### config.mk
export PLATFORM = sky130hd
export DESIGN_NAME = rbd_top
export DESIGN_NICKNAME = d
export VERILOG_FILES = /design/src/rbd_pkg.sv /design/src/rbd_top.sv
export SDC_FILE = /design/constraint.sdc
export NUM_CORES = 1
export LEC_CHECK = 0
export BUFFER_PORTS_ARGS = -buffer_cell sky130_fd_sc_hd__buf_2
export CORE_MARGIN = 2
export CORE_UTILIZATION = 50
export DETAILED_ROUTE_END_ITERATION = 6
export GPL_TIMING_DRIVEN = 0
export PLACE_DENSITY = 0.79
export SLEW_MARGIN = 5
export SYNTH_ARGS = -nofsm -noshare
export SYNTH_HDL_FRONTEND = slang
export SYNTH_SLANG_ARGS = --single-unit
### constraint.sdc
create_clock -name clk_sys -period 3.88 [get_ports clk_sys]
set_clock_uncertainty 0.1 [all_clocks]
set_input_delay 0.776 -clock clk_sys [delete_from_list [all_inputs] [get_ports clk_sys]]
set_output_delay 0.776 -clock clk_sys [all_outputs]
set_load 0.02 [all_outputs]
### src/rbd_pkg.sv
// rbd_pkg: constants, register map and carrier types of the reset, boot
// strap and debug event pin block.
// assumes one 20 MHz system clock and an Avalon-MM register master.
package rbd_pkg;

  // register byte addresses
  localparam logic [3:0] REG_DIR = 4'h0;
  localparam logic [3:0] REG_FUNC = 4'h4;
  localparam logic [3:0] REG_STAT = 4'h8;

  localparam int NUM_PINS = 7;
  localparam int NUM_ADDR_CH = 6;
  localparam int NUM_EVT_PINS = 5;

  // event pin indices
  localparam int EV_ZERO = 0;
  localparam int EV_ONE = 1;
  localparam int EV_TWO = 2;
  localparam int EV_THREE = 3;
  localparam int EV_FOUR = 4;
  localparam int EV_FIVE = 5;
  localparam int EV_DATA = 6;

  // per-pin input function select, 2 bits per pin for pins zero..four
  localparam logic [1:0] SEL_CHAN = 2'h0;
  localparam logic [1:0] SEL_EVENT = 2'h1;
  localparam logic [1:0] SEL_ALT = 2'h2;
  localparam int FUNC_W = 11;
  localparam int FUNC_ONE_ACK = 10;

  // reset values
  localparam logic [NUM_PINS-1:0] DIR_RESET = 7'h00;
  localparam logic [FUNC_W-1:0] FUNC_RESET = 11'h000;
  localparam logic [NUM_PINS-1:0] OE_N_ALL = 7'h7F;

  // status register field positions
  localparam int ST_RST_LSB = 0;
  localparam int ST_BOOT_LSB = 2;
  localparam int ST_DBG = 4;
  localparam int ST_HOST = 5;
  localparam int ST_BUS32 = 6;
  localparam int ST_PIN_LSB = 7;

  typedef enum logic [1:0] {RST_RUN, RST_SOFT, RST_HARD, RST_POR} rbd_rst_e;

  // signals from the core and its event detection channels
  typedef struct packed {
    logic [NUM_ADDR_CH-1:0] addr_detect;
    logic data_detect;
    logic debug_ack;
    logic debug_rcv_read;
    logic debug_xmt_write;
  } rbd_core_in_s;

  // signals to the core and its event detection channels
  typedef struct packed {
    logic [NUM_ADDR_CH-1:0] addr_chan_enable;
    logic data_chan_enable;
    logic [NUM_EVT_PINS-1:0] debug_event;
    logic debug_req;
    logic event_counter_enable;
  } rbd_core_out_s;

endpackage : rbd_pkg

### src/rbd_top.sv
// rbd_top: reset state selection, power-on straps and event pin logic.
// assumes pins arrive asynchronously and are synchronised here; registers
// are reached over Avalon-MM with waitrequest on clk_sys.
//
// Operation
// - debug request sampled at power-on release enters debug
// - event pins default inputs, each switchable output
// - pin zero input: debug request, channel, or event
// - pin zero output: channel 0 detection
// - pin one input: channel 1 or event
// - pin one output: debug acknowledge or channel 1
// - pin two input: channel 2, event, or counter
// - pin two output: channel 2 detection
// - pin three input: channel 3 or event
// - pin three output: debug receive register read
// - pin four input: channel 4 or event
// - pin four output: debug transmit register written
// - pin five input: channel 5 enable only
// - pin five output: channel 5 detection
// - data pin input enables data channel
// - data pin output: data channel match
// - host enable during power-on: host port, 32-bit bus
// - boot mode taken at power-on release
// - power-on reset input holds power-on state
// - hard reset line gives hard reset state
// - soft reset line gives soft reset state
`timescale 1ns/1ps
`default_nettype none
module rbd_top
  import rbd_pkg::*;
(
  input wire logic clk_sys,
  input wire logic sys_rst,
  input wire logic clk_en,
  input wire logic power_on_reset_n_in,
  input wire logic hard_reset_line_in_n,
  output logic hard_reset_line_out,
  output logic hard_reset_line_oe_n,
  input wire logic soft_reset_line_in_n,
  output logic soft_reset_line_out,
  output logic soft_reset_line_oe_n,
  input wire logic debug_request_in,
  input wire logic host_port_enable_in,
  input wire logic [1:0] boot_mode_in,
  input wire logic [NUM_PINS-1:0] event_pin_in,
  output logic [NUM_PINS-1:0] event_pin_out,
  output logic [NUM_PINS-1:0] event_pin_oe_n,
  input wire rbd_core_in_s core_in,
  output rbd_core_out_s core_out,
  output rbd_rst_e reset_state,
  output logic debug_mode,
  output logic [1:0] boot_mode,
  output logic host_port_on,
  output logic bus_is_32,
  input wire logic [3:0] avs_address,
  input wire logic avs_read,
  input wire logic avs_write,
  input wire logic [31:0] avs_writedata,
  input wire logic [3:0] avs_byteenable,
  output logic [31:0] avs_readdata,
  output logic avs_waitrequest
);

  typedef struct packed {
    logic por_s1;
    logic por_s2;
    logic por_d;
    logic hrd_s1;
    logic hrd_s2;
    logic srs_s1;
    logic srs_s2;
    logic dbr_s1;
    logic dbr_s2;
    logic hpe_s1;
    logic hpe_s2;
    logic [1:0] btm_s1;
    logic [1:0] btm_s2;
    logic [NUM_PINS-1:0] pin_s1;
    logic [NUM_PINS-1:0] pin_s2;
    rbd_rst_e rst_st;
    logic drv_hrd;
    logic drv_srs;
    logic dbg_mode;
    logic [1:0] boot;
    logic host_on;
    logic [NUM_PINS-1:0] dir;
    logic [FUNC_W-1:0] func;
    logic [NUM_PINS-1:0] pin_out;
    rbd_core_out_s cout;
    logic ack;
    logic [31:0] rdata;
  } rbd_state_s;

  rbd_state_s st_ff;
  rbd_state_s nxt_st;

  logic [NUM_PINS-1:0] out_src;
  logic [NUM_PINS-1:0] in_act;
  logic [NUM_ADDR_CH-1:0] chan_en;
  logic [NUM_EVT_PINS-1:0] evt_req;
  logic [NUM_EVT_PINS-1:0] alt_req;
  logic bus_req;
  logic [31:0] stat_word;
  logic [31:0] rd_mux;

  // output sources per event pin
  always_comb begin
    out_src[EV_ZERO] = core_in.addr_detect[0];
    out_src[EV_ONE] = st_ff.func[FUNC_ONE_ACK] ? core_in.debug_ack
                                               : core_in.addr_detect[1];
    out_src[EV_TWO] = core_in.addr_detect[2];
    out_src[EV_THREE] = core_in.debug_rcv_read;
    out_src[EV_FOUR] = core_in.debug_xmt_write;
    out_src[EV_FIVE] = core_in.addr_detect[5];
    out_src[EV_DATA] = core_in.data_detect;
  end

  // a pin acts as an input only while its direction bit is clear
  genvar gi;
  generate
    for (gi = 0; gi < NUM_PINS; gi++) begin : g_pin
      assign in_act[gi] = ~st_ff.dir[gi] & st_ff.pin_s2[gi];
    end
    for (gi = 0; gi < NUM_EVT_PINS; gi++) begin : g_sel
      logic [1:0] sel;
      assign sel = st_ff.func[2*gi +: 2];
      assign chan_en[gi] = in_act[gi] & (sel == SEL_CHAN);
      assign evt_req[gi] = in_act[gi] & (sel == SEL_EVENT);
      assign alt_req[gi] = in_act[gi] & (sel == SEL_ALT);
    end
  endgenerate
  assign chan_en[EV_FIVE] = in_act[EV_FIVE];

  always_comb begin
    stat_word = 32'h0000_0000;
    stat_word[ST_RST_LSB +: 2] = st_ff.rst_st;
    stat_word[ST_BOOT_LSB +: 2] = st_ff.boot;
    stat_word[ST_DBG] = st_ff.dbg_mode;
    stat_word[ST_HOST] = st_ff.host_on;
    stat_word[ST_BUS32] = st_ff.host_on;
    stat_word[ST_PIN_LSB +: NUM_PINS] = st_ff.pin_s2;
    case (avs_address)
      REG_DIR: rd_mux = {25'h0, st_ff.dir};
      REG_FUNC: rd_mux = {21'h0, st_ff.func};
      REG_STAT: rd_mux = stat_word;
      default: rd_mux = 32'h0000_0000;
    endcase
  end

  function automatic logic [31:0] be_merge(input logic [31:0] old_v,
                                           input logic [31:0] new_v,
                                           input logic [3:0] be);
    logic [31:0] res;
    res = old_v;
    for (int b = 0; b < 4; b++) begin
      if (be[b]) begin
        res[8*b +: 8] = new_v[8*b +: 8];
      end
    end
    return res;
  endfunction : be_merge

  assign bus_req = avs_read | avs_write;

  always_comb begin
    logic por_act;
    logic [31:0] wv;
    por_act = 1'b0;
    wv = 32'h0000_0000;
    nxt_st = st_ff;
    if (clk_en) begin
      nxt_st.por_s1 = power_on_reset_n_in;
      nxt_st.por_s2 = st_ff.por_s1;
      nxt_st.por_d = st_ff.por_s2;
      nxt_st.hrd_s1 = hard_reset_line_in_n;
      nxt_st.hrd_s2 = st_ff.hrd_s1;
      nxt_st.srs_s1 = soft_reset_line_in_n;
      nxt_st.srs_s2 = st_ff.srs_s1;
      nxt_st.dbr_s1 = debug_request_in;
      nxt_st.dbr_s2 = st_ff.dbr_s1;
      nxt_st.hpe_s1 = host_port_enable_in;
      nxt_st.hpe_s2 = st_ff.hpe_s1;
      nxt_st.btm_s1 = boot_mode_in;
      nxt_st.btm_s2 = st_ff.btm_s1;
      nxt_st.pin_s1 = event_pin_in;
      nxt_st.pin_s2 = st_ff.pin_s1;
      por_act = ~st_ff.por_s2;
      // power-on first, then hard, then soft
      if (por_act) begin
        nxt_st.rst_st = RST_POR;
      end else if (~st_ff.hrd_s2) begin
        nxt_st.rst_st = RST_HARD;
      end else if (~st_ff.srs_s2) begin
        nxt_st.rst_st = RST_SOFT;
      end else begin
        nxt_st.rst_st = RST_RUN;
      end
      // the device stretches its own reset onto the open-drain lines
      nxt_st.drv_hrd = por_act;
      nxt_st.drv_srs = por_act | ~st_ff.hrd_s2;
      if (por_act) begin
        nxt_st.host_on = st_ff.hpe_s2;
        nxt_st.dbg_mode = 1'b0;
        nxt_st.dir = DIR_RESET;
        nxt_st.func = FUNC_RESET;
      end else if (~st_ff.por_d) begin
        nxt_st.dbg_mode = st_ff.dbr_s2;
        nxt_st.boot = st_ff.btm_s2;
      end
      if (~st_ff.hrd_s2 & ~por_act) begin
        nxt_st.dir = DIR_RESET;
        nxt_st.func = FUNC_RESET;
      end
      // registered pin outputs: one cycle per event cycle
      nxt_st.pin_out = st_ff.dir & out_src;
      nxt_st.cout.addr_chan_enable = chan_en;
      nxt_st.cout.data_chan_enable = in_act[EV_DATA];
      nxt_st.cout.debug_event = evt_req;
      nxt_st.cout.debug_req = alt_req[EV_ZERO];
      nxt_st.cout.event_counter_enable = alt_req[EV_TWO];
      // two-cycle register access: waitrequest drops on the second cycle
      if (bus_req & ~st_ff.ack) begin
        nxt_st.ack = 1'b1;
        nxt_st.rdata = avs_read ? rd_mux : st_ff.rdata;
      end else if (st_ff.ack) begin
        nxt_st.ack = 1'b0;
        if (avs_write & ~por_act & st_ff.hrd_s2) begin
          case (avs_address)
            REG_DIR: begin
              wv = be_merge({25'h0, st_ff.dir}, avs_writedata,
                            avs_byteenable);
              nxt_st.dir = wv[NUM_PINS-1:0];
            end
            REG_FUNC: begin
              wv = be_merge({21'h0, st_ff.func}, avs_writedata,
                            avs_byteenable);
              nxt_st.func = wv[FUNC_W-1:0];
            end
            default: nxt_st.func = st_ff.func;
          endcase
        end
      end
    end
  end

  always_ff @(posedge clk_sys or posedge sys_rst) begin
    if (sys_rst) begin
      st_ff <= '0;
      st_ff.por_s1 <= 1'b0;
      st_ff.hrd_s1 <= 1'b1;
      st_ff.hrd_s2 <= 1'b1;
      st_ff.srs_s1 <= 1'b1;
      st_ff.srs_s2 <= 1'b1;
      st_ff.rst_st <= RST_POR;
      st_ff.drv_hrd <= 1'b1;
      st_ff.drv_srs <= 1'b1;
      st_ff.dir <= DIR_RESET;
      st_ff.func <= FUNC_RESET;
    end else begin
      st_ff <= nxt_st;
    end
  end

  assign hard_reset_line_out = 1'b0;
  assign hard_reset_line_oe_n = ~st_ff.drv_hrd;
  assign soft_reset_line_out = 1'b0;
  assign soft_reset_line_oe_n = ~st_ff.drv_srs;
  assign event_pin_out = st_ff.pin_out;
  assign event_pin_oe_n = ~st_ff.dir;
  assign core_out = st_ff.cout;
  assign reset_state = st_ff.rst_st;
  assign debug_mode = st_ff.dbg_mode;
  assign boot_mode = st_ff.boot;
  assign host_port_on = st_ff.host_on;
  assign bus_is_32 = st_ff.host_on;
  assign avs_readdata = st_ff.rdata;
  assign avs_waitrequest = bus_req & ~(st_ff.ack & clk_en);
endmodule : rbd_top
`default_nettype wire

==> qor.yml, run 1 <==
sta:
  rsz0062_at_grt: "false"
  worst_pin_slew_ns: 0.8095
  fin_crit_ns: 2.843
  final_hold_viol_count: 0
  relSlewSlack_pct: 45.78
  final.period_utilization_pct: 73.26
  drv_slew: 0
  fin_setup_tns_ns: 0
  clock.fmax_mhz: 351.8
  setup_viol: 0
global_routing:
  grt_pass1_vias: 2859
  antenna_found_initial: 0
  grt_pass1_wl_mm: 14.48
  grt_max_degree: 57
  gr-total-overflow: 0
  grt_usage_pct: 21.45
worst_setup_path:
  path_cells: "buf_4 -> buf_2 -> clkbuf_1 -> a21oi_1 -> buf_2"
  worstSetupStartpointType: "primary input"
  worstSetupPathType: "in2out"
  cpPeakStageDelay_ns: 0.45
  crit_arrival_ns: 1.97
  cp.required_ns: 3.00
  cp-end-kind: "output port"
  cp_max_fo: 10
  worst_path_most_repeated_cell: "buf_2"
  slowest_stage: "clkbuf_1"
die:
  start_util_pct: 51.47
  dieArea_um2: 9165
  core-area_um2: 8175
  die_y_um: 95.74
  row_count: 33
  die_w_um: 95.74
  ios: 141
cts:
  cts_num_sinks: 90
  htree_levels: 3
  post_cts_buffers: 0
  tritoncts: "yes"
  root_buffer: "clkbuf_8"
  ctsHoldBuffers: 0
  path_clk_slew_ns: 0.08
  cts_buffer_depth: 2
  numCtsBuffers: 9
  cts-resized-gates: 0
  clock_latency_ns: 0.36
routing:
  drc: 0
  vias: 3063
  drt_iter0_drc: 221
  wire_per_inst_um: 15.63
  drt.antenna.violating_nets: 0
  first_pass_iters: 5
  viasPerCell: 5.122
  routed_wl_mm: 9.344
placed_design:
  place.gp.congestion: 0.8136
  dpl.hpwl_mm: 7.076
  placed_area_um2: 4911
  dp.cells: 582
  numPortBuffers: 94
cells_and_area:
  finalInstanceArea_um2: 5125
  final_nets: 557
  finalNonFillerCells: 598
  fill_cells: 691
  layout-drive-gt1-share_pct: 46.45
  area_delta_synth_final_pct: 21.80
  antenna_cells: 0
  post-route-util_pct: 62.69
power_and_ir_drop:
  combPwrFrac_pct: 16.8
  intPower_w: 0.001530
  ir_drop_uv: 322.1
  swShare_pct: 27.07
  powerDensity_nw_per_um2: 409.3
  p_switching_w: 0.0005678
  leakagePower_nw: 2.583
  clkPwrFrac_pct: 31.9
  seq_power_share_pct: 51.3
synth:
  synthTopCellsByArea: "dfrtp_1 (49%), buf_4 (11%), mux2_2 (9.6%)"
  synth_seq_cells: 90
  synth_area_um2: 4208
  yosys.area.top_type: "dfrtp_1"
  synth_warnings: 0
  seq_area_frac_synth_pct: 53.73
  syn_area_per_cell_um2: 11.59
  synth_cell_types: 37
  synth_edf_count: 0
  synth_top_area_share_pct: 49.36
  postSynthCellCount: 363
  async_flop_share_pct: 100.0
  synthFlopType: "dfrtp_1"
min_path:
  worstHoldPathType: "in2async"
status:
  status: "finished, final reports clean"
job:
  maxCapViolCount: 0
## layer usage
metal / wire length, µm / GRT usage [%] / share of wire, %
met1: 4080 / 29.34 / 44
met2: 4368 / 33.16 / 47
met3: 666 / 5.090 / 7.1
met4: 228 / 8.810 / 2.4
met5: 0 / 0 / 0
## path summary, 6_finish.rpt
path	slack, ns	end	cells after the start	from
max reg2reg	2.08	g_sel[0].sel[0]$_DFFE_PP0P_	3	st_ff[104]$_DFFE_PP1P_
min	0.33	core_out[13]$_DFFE_PP0P_	2	sys_rst
min in group clk_sys	0.39	avs_readdata[6]$_DFFE_PP0P_	2	avs_readdata[6]$_DFFE_PP0P_
max	1.04	avs_waitrequest	5	clk_en
min reg2reg	0.39	avs_readdata[6]$_DFFE_PP0P_	2	avs_readdata[6]$_DFFE_PP0P_
max in group asynchronous	2.68	st_ff[77]$_DFFE_PP1P_	3	sys_rst
## power by group through the flow
| stage | sequential, W | clock [W] | combinational [W] |
|---|---|---|---|
| detailed placement | 0.00109 | 0 | 0.000352 |
| global placement | 0.00109 | 0 | 0.000340 |
| global route | 0.00108 | 0.000707 | 0.000384 |
| floorplan | 0.00108 | 0 | 0.000251 |
| CTS | 0.00107 | 0.000674 | 0.000354 |
| finish | 0.00108 | 0.000669 | 0.000352 |
## state kept, by name (all words and copies together) (netlist names)
| name | cells |
|---|---|
| avs_readdata | 14 |
| boot_mode | 2 |
| bus_is_32 | 1 |
| core_out | 14 |
| debug_mode | 1 |
| event_pin_out | 7 |
| g_sel.sel | 10 |
| reset_state | 2 |
| st_ff | 39 |
## cell usage in the layout (no fill, tap or decap), drive strengths merged
cell	n
a2111o	1
a21boi	2
a21o	1
a21oi	1
a22o	21
a22oi	11
a31o	2
a31oi	3
a32o	3
and3	1
and4	4
buf	162
bufinv	1
clkbuf	20
clkinv	3
conb	20
dfrtp	83
dfstp	7
inv	20
mux2	36
mux2i	1
nand2	31
nand3	7
nand3b	3
nor2	5
nor2b	4
nor3	1
nor4b	4
o211ai	1
o21a	1
o21ai	21
o2bb2ai	6
o31ai	5
or2	1
## metrics by stage
step | total power (W) | hold slack [ns] | worst slack (ns)
3_5_place_dp | 0.001446 | 0.3759 | 1.052
3_3_place_gp | 0.001429 | 0.3686 | -0.2030
4_1_cts | 0.002103 | 0.3350 | 1.034
5_1_grt | 0.002175 | 0.3534 | 0.9312
2_1_floorplan | 0.001327 | 0.3506 | 0.6803
6_report | 0.002097 | 0.3268 | 1.037
## critical path: cells and delay by family
| kind | cells | cell delay, ns |
|---|---|---|
| buffers and inverters | 4 | 1.05 |
| AO/OA/AOI/OAI | 1 | 0.14 |
## area by class of cell
cell class,instances,area [µm²],share of cell area [%]
repair buffers,95,498.0,9.717
inverters,20,77.57,1.514
clock inverters,4,48.80,0.9521
clock buffers,12,165.2,3.223
multi-input cells,197,1423,27.76
flip-flops and latches,90,2261,44.12
well taps,105,131.4,2.563
plain buffers,75,520.5,10.16
## cell usage after synthesis, drive strengths merged (2+ instances only)
cell,n
mux2,36
clkbuf,8
o21ai,21
a22o,21
nor2b,4
o31ai,5
nand3,7
a31oi,3
buf,67
dfstp,7
nand3b,3
a21boi,2
a22oi,11
inv,20
a32o,3
and4,4
nor4b,4
nand2,31
dfrtp,83
o2bb2ai,6
nor2,5
a31o,2
## logic make-up after synthesis
family / count (synthesis) / synth area share, %
buffers and inverters: 95 / 14.15
and+or+nand+nor: 61 / 8.326
DFF: 90 / 53.73
other: 1 / 0.08912
muxes: 37 / 9.872
AOI/OAI and AO/OA: 79 / 13.83
No activity file was read; power rests on OpenSTA's default activity.
==> inputs of run 2 (changes only) <==
--- a/config.mk
+++ b/config.mk
@@ -5,12 +5,13 @@
 export SDC_FILE = /design/constraint.sdc
 export NUM_CORES = 1
 export LEC_CHECK = 0
+export ABC_AREA = 1
 export BUFFER_PORTS_ARGS = -buffer_cell sky130_fd_sc_hd__buf_2
 export CORE_MARGIN = 2
-export CORE_UTILIZATION = 50
+export CORE_UTILIZATION = 46
 export DETAILED_ROUTE_END_ITERATION = 6
 export GPL_TIMING_DRIVEN = 0
-export PLACE_DENSITY = 0.79
+export PLACE_DENSITY = 0.76
 export SLEW_MARGIN = 5
 export SYNTH_ARGS = -nofsm -noshare
 export SYNTH_HDL_FRONTEND = slang
==> constraint.sdc (replaced) <==
create_clock -name clk_sys -period 2.45 [get_ports clk_sys]
set_clock_uncertainty 0.1 [all_clocks]
set_input_delay 0.49 -clock clk_sys [delete_from_list [all_inputs] [get_ports clk_sys]]
set_output_delay 0.49 -clock clk_sys [all_outputs]
set_load 0.02 [all_outputs]
==> qor.yml, run 2 <==
status:
  status: "finished, final reports clean"
sta:
  rsz0062_at_grt: "false"
  clock.fmax_mhz: 484.5
  final.period_utilization_pct: 84.25
  final_hold_viol_count: 0  # unchanged
  setup_viol: 0  # unchanged
  fin_setup_tns_ns: 0  # unchanged
  drv_slew: 0  # unchanged
  relSlewSlack_pct: 58.63  # +13 points
  fin_hold_ws_ns: 0.08196  # -0.2448 ns
  fin_crit_ns: 2.064
  worst_pin_slew_ns: 0.6206  # -0.1889 ns
synth:
  synth_top_area_share_pct: 46.97  # -2.4 points
  synth_warnings: 0  # unchanged
  synth_most_common_cell: "nand2_1"
  syn_area_per_cell_um2: 8.188  # -29%
  synth_area_um2: 4422  # +5.1%
  synthFlopType: "dfrtp_1"
  async_flop_share_pct: 100.0  # unchanged
  postSynthCellCount: 540  # +49%
  synth_cell_types: 25  # -32%
  seq_area_frac_synth_pct: 51.13  # -2.6 points
  synthTopCellsByArea: "dfrtp_1 (47%), nand2_1 (17%), buf_4 (11%)"
  synth_edf_count: 0  # unchanged
  synth_seq_cells: 90  # unchanged
  synth_common_cells: "nand2_1 (198), dfrtp_1 (83), buf_4 (63), inv_1 (49), o21ai_0 (37)"
  yosys.area.top_type: "dfrtp_1"
global_routing:
  grt_max_degree: 35  # -39%
  antenna_found_initial: 0  # unchanged
  grt_pass1_wl_mm: 17.23  # +19%
  gr-total-overflow: 0  # unchanged
  grt_pass1_vias: 3439  # +20%
  grt_usage_pct: 21.61  # +0.15 points
cts:
  cts_num_sinks: 90  # unchanged
  ctsHoldBuffers: 0  # unchanged
  cts_buffer_depth: 2  # unchanged
  clock_latency_ns: 0.36  # about the same
  tritoncts: "yes"
  root_buffer: "clkbuf_8"
  cts-resized-gates: 0  # unchanged
  numCtsBuffers: 9  # unchanged
  post_cts_buffers: 0  # unchanged
  htree_levels: 3  # unchanged
  path_clk_slew_ns: 0.09  # about the same
cells_and_area:
  final_nets: 735  # +32%
  antenna_cells: 0  # unchanged
  largest-register: "st_ff"
  layout-drive-gt1-share_pct: 30.40  # -16 points
  post-route-util_pct: 57.75  # -4.9 points
  area_delta_synth_final_pct: 21.25
  final_common_cell: "nand2_1"
  finalInstanceArea_um2: 5361  # +4.6%
  final_cell_mix: "nand2_1 (198), buf_2 (95), dfrtp_1 (83), buf_4 (63), inv_1 (48)"
  largest_reg_flops: 39  # unchanged
die:
  ios: 141  # unchanged
  row_count: 35  # +6.1%
  core-area_um2: 9284  # +14%
  die_w_um: 102.0  # +6.6%
  dieArea_um2: 10410  # +14%
  die_y_um: 102.0  # +6.6%
  start_util_pct: 47.63  # -3.8 points
placed_design:
  dpl.hpwl_mm: 8.425  # +19%
  place.gp.congestion: 0.8808  # +8.3%
  placed_area_um2: 5169  # +5.2%
  numPortBuffers: 94  # unchanged
routing:
  viasPerCell: 4.718  # -7.9%
  vias: 3774  # +23%
  drt_iter0_drc: 263  # +19%
  drc: 0  # unchanged
  wire_per_inst_um: 13.71  # -12%
  routed_wl_mm: 10.97  # +17%
  drt.antenna.violating_nets: 0  # unchanged
  first_pass_iters: 5  # unchanged
worst_setup_path:
  worst_r2r_path_depth: 5  # +2
  cp_max_fo: 10  # unchanged
  worstSetupStartpointType: "primary input"
  cp.required_ns: 1.86  # -1.14 ns
  crit_arrival_ns: 1.47  # -0.50 ns
  worstSetupPathType: "in2out"
  cp-end-kind: "output port"
power_and_ir_drop:
  powerDensity_nw_per_um2: 596.0  # +46%
  ir_drop_uv: 244.5  # -24%
  leakagePower_nw: 3.012  # +17%
  total_power_w: 0.003195  # +52%
job:
  maxCapViolCount: 0  # unchanged
min_path:
  worstHoldPathType: "in2async"
run 2: cells by family after synthesis:
group / after synthesis / synth area share (%)
simple gates: 265 / 25.64
buf+inv: 131 / 16.67
flops: 90 / 51.13
compound gates: 53 / 6.480
other cells: 1 / 0.08481
run 2: worst paths after layout:
| kind | startpoint | to | slack (ns) |
|---|---|---|---|
| setup / recovery | clk_en | avs_waitrequest | 0.39 |
| hold / removal | sys_rst | event_pin_out[6]$_DFFE_PP0P_ | 0.08 |
| setup reg to reg | st_ff[32]$_DFFE_PP0P_ | avs_readdata[2]$_DFFE_PP0P_ | 0.73 |
| hold reg to reg | st_ff[103]$_DFFE_PP1P_ | st_ff[103]$_DFFE_PP1P_ | 0.37 |
| max in group asynchronous | sys_rst | reset_state[1]$_DFFE_PP1P_ | 1.31 |
| min in group clk_sys | soft_reset_line_in_n | st_ff[103]$_DFFE_PP1P_ | 0.23 |
run 2: cell type report:
cell class                      count  area [µm²]
Buffer                             77       534.3
Clock buffer                        9       123.9
Clock inverter                      7       68.82
Fill cell                         898        3923
Inverter                           54       206.4
Multi-Input combinational cell    338        1495
Sequential cell                    90        2261
Tap cell                          129       161.4
Timing Repair Buffer               96       510.5
run 2: report_power, final:
group	leakage, nW	switching (W)	total [W]	internal [W]
logic	1.74	0.000330	0.000533	0.000204
clock network	0.0954	0.000541	0.00101	0.000470
registers	1.18	0.0000629	0.00165	0.00159
run 2: metal layers:
metal  up-vias  part of all wire, %  GRT usage [%]
met3        27                  5.8          2.668
met5         -                    0              0
met4         0                  2.5          6.974
met1      1738                   44          30.35
met2       148                   48          35.17
li1       1861                    -              -
run 2: through the flow:
step                      std cells  worst slack (ns)
after floorplan                 559            0.5106
after global placement          782            0.2476
after detailed placement        784            0.3824
after global routing            800            0.2649
after CTS                       800            0.3730
final                           800            0.3859
run 2: critical path: stages:
cell      delay (ns)
buf_4           0.14
buf_4           0.18
clkbuf_1        0.37
a21oi_1         0.11
buf_2           0.18
==> inputs of run 3 (changes only) <==
==> constraint.sdc (replaced) <==
create_clock -name clk_sys -period 1.8 [get_ports clk_sys]
set_clock_uncertainty 0.1 [all_clocks]
set_input_delay 0.36 -clock clk_sys [delete_from_list [all_inputs] [get_ports clk_sys]]
set_output_delay 0.36 -clock clk_sys [all_outputs]
set_load 0.02 [all_outputs]
==> qor.yml, run 3 (synthesis results as in run 2) <==
status:
  status: "finished, final reports clean"
cells_and_area:
  largest_reg_flops: 39  # unchanged
  final_cell_mix: "nand2_1 (198), buf_2 (95), dfrtp_1 (83), buf_4 (63), inv_1 (48)"
  largest-register: "st_ff"
  layout-drive-gt1-share_pct: 30.40  # unchanged
  area_delta_synth_final_pct: 21.39
  final_nets: 735  # unchanged
  final_common_cell: "nand2_1"
  antenna_cells: 0  # unchanged
  finalInstanceArea_um2: 5368  # +0.12%
worst_setup_path:
  cpPeakStageDelay_ns: 0.44  # +0.07 ns
  regToRegSetupSlack_ns: 0.09  # -0.64 ns
  rr_startpoint: "st_ff[32]$_DFFE_PP0P_"
  cp-end-kind: "register"
  cp_max_fo: 10  # unchanged
  worstSetupPathType: "reg2reg"
  path_cells: "nor2_2 -> nand3_2 -> clkbuf_1 -> nand2_1 -> nand2_1"
  crit_arrival_ns: 1.87  # +0.40 ns
  reg2reg_to: "avs_readdata[2]$_DFFE_PP0P_"
  worstSetupStartpointType: "register"
  crit_buf_inv: 1  # -3
  worst_r2r_path_depth: 5  # unchanged
  cp_top_family: "simple AND/OR/NAND/NOR gates"
  slowest_stage: "dfrtp_1"
  cp.required_ns: 1.96  # +0.10 ns
  crit_start: "st_ff[32]$_DFFE_PP0P_"
  worst_path_most_repeated_cell: "nand2_1"
global_routing:
  grt_pass1_wl_mm: 17.26  # +0.16%
  antenna_found_initial: 0  # unchanged
  gr-total-overflow: 0  # unchanged
  grt_pass1_vias: 3441  # +0.058%
  grt_max_degree: 35  # unchanged
  grt_usage_pct: 21.62  # about the same
die:
  die_w_um: 102.0  # unchanged
  ios: 141  # unchanged
  die_y_um: 102.0  # unchanged
  row_count: 35  # unchanged
  core-area_um2: 9284  # unchanged
  dieArea_um2: 10410  # unchanged
  start_util_pct: 47.63  # unchanged
power_and_ir_drop:
  combPwrFrac_pct: 16.7  # about the same
  powerDensity_nw_per_um2: 811.0  # +36%
  clkPwrFrac_pct: 31.6  # about the same
  swShare_pct: 29.25  # +0.036 points
  seq_power_share_pct: 51.7  # about the same
  leakagePower_nw: 3.015  # about the same
  ir_drop_uv: 334.1  # +37%
  intPower_w: 0.003080  # +36%
  p_switching_w: 0.001273  # +36%
routing:
  drt_iter0_drc: 213  # -19%
  drc: 0  # unchanged
  vias: 3763  # -0.29%
  routed_wl_mm: 10.97  # about the same
  first_pass_iters: 5  # unchanged
  viasPerCell: 4.704  # -0.29%
  drt.antenna.violating_nets: 0  # unchanged
  wire_per_inst_um: 13.71  # about the same
placed_design:
  place.gp.congestion: 0.8808  # unchanged
  dpl.hpwl_mm: 8.425  # unchanged
  numPortBuffers: 94  # unchanged
  placed_area_um2: 5169  # unchanged
cts:
  clock_latency_ns: 0.36  # about the same
  path_clk_slew_ns: 0.09  # about the same
  cts_num_sinks: 90  # unchanged
  htree_levels: 3  # unchanged
  post_cts_buffers: 0  # unchanged
  tritoncts: "yes"
  numCtsBuffers: 9  # unchanged
  root_buffer: "clkbuf_8"
  cts_buffer_depth: 2  # unchanged
  cts-resized-gates: 0  # unchanged
sta:
  final_hold_viol_count: 0  # unchanged
  fin_hold_ws_ns: 0.09697  # +0.01501 ns
  drv_slew: 0  # unchanged
  final.period_utilization_pct: 95.13
  fin_crit_ns: 1.712
  clock.fmax_mhz: 584.0
  setup_viol: 0  # unchanged
  worst_pin_slew_ns: 0.6268  # +0.006196 ns
  relSlewSlack_pct: 58.21  # -0.41 points
  rsz0062_at_grt: "false"
min_path:
  holdPathEnd: "st_ff[103]$_DFFE_PP1P_"
  worstHoldPathType: "in2reg"
  min_from: "soft_reset_line_in_n"
  hold_depth: 3
job:
  maxCapViolCount: 0  # unchanged
[run 3: worst max path at each step]
stage | end | slack, ns | cells after the start
floorplan | avs_waitrequest | 0.12 | 4
global placement | core_out[6]$_DFFE_PP0P_ | -0.27 | 2
detailed placement | avs_waitrequest | -0.008 | 5
CTS | avs_readdata[9]$_DFFE_PP0P_ | 0.13 | 5
global route | avs_readdata[3]$_DFFE_PP0P_ | 0.001 | 5
finish | avs_readdata[2]$_DFFE_PP0P_ | 0.09 | 5
[run 3: worst min-delay path, cell delays in order]
cell and delay [ns]:
buf_2 0.10, nand2_1 0.05, nand2_1 0.05
[run 3: per-stage QoR]
| stage | cells | setup TNS [ns] | util (%) | setup WS (ns) | power (W) |
|---|---|---|---|---|---|
| final | 800 | 0 | 57.82 | 0.08760 | 0.004353 |
| after global routing | 800 | 0 | 57.82 | 0.001457 | 0.004540 |
| after CTS | 800 | 0 | 57.82 | 0.1335 | 0.004375 |
| after detailed placement | 784 | -0.007646 | 55.67 | -0.007646 | 0.003015 |
| after global placement | 782 | -22.18 | 55.24 | -0.2724 | 0.002985 |
| after floorplan | 559 | 0 | - | 0.1206 | 0.002766 |
[run 3: power by group through the flow]
stage	registers, W	logic [W]	clock network (W)
after floorplan	0.00227	0.000500	0
after global placement	0.00228	0.000702	0
after detailed placement	0.00229	0.000727	0
after CTS	0.00225	0.000731	0.00140
after global routing	0.00226	0.000803	0.00147
final	0.00225	0.000727	0.00138
[run 3: repair_timing]
item | CTS | global route
hold endpoints to repair | 24 | 0
endpoints found under the setup margin | 1 | 0
hold buffers | 1 | 0
[run 3: final cells by class]
class | instances | area (µm²)
tap | 129 | 161.4
fill | 897 | 3916
clock inverter | 7 | 68.82
buffer | 76 | 530.5
multi-input combinational | 338 | 1495
timing repair buffer | 97 | 520.5
sequential | 90 | 2261
clock buffer | 9 | 123.9
inverter | 54 | 206.4
[run 3: layer usage]
layer | part of all wire [%] | global-route usage (%) | vias up
met1 | 45 | 30.26 | 1737
met5 | 0 | 0 | -
li1 | - | - | 1861
met2 | 48 | 35.32 | 141
met3 | 5.1 | 2.668 | 24
met4 | 2.4 | 6.974 | 0
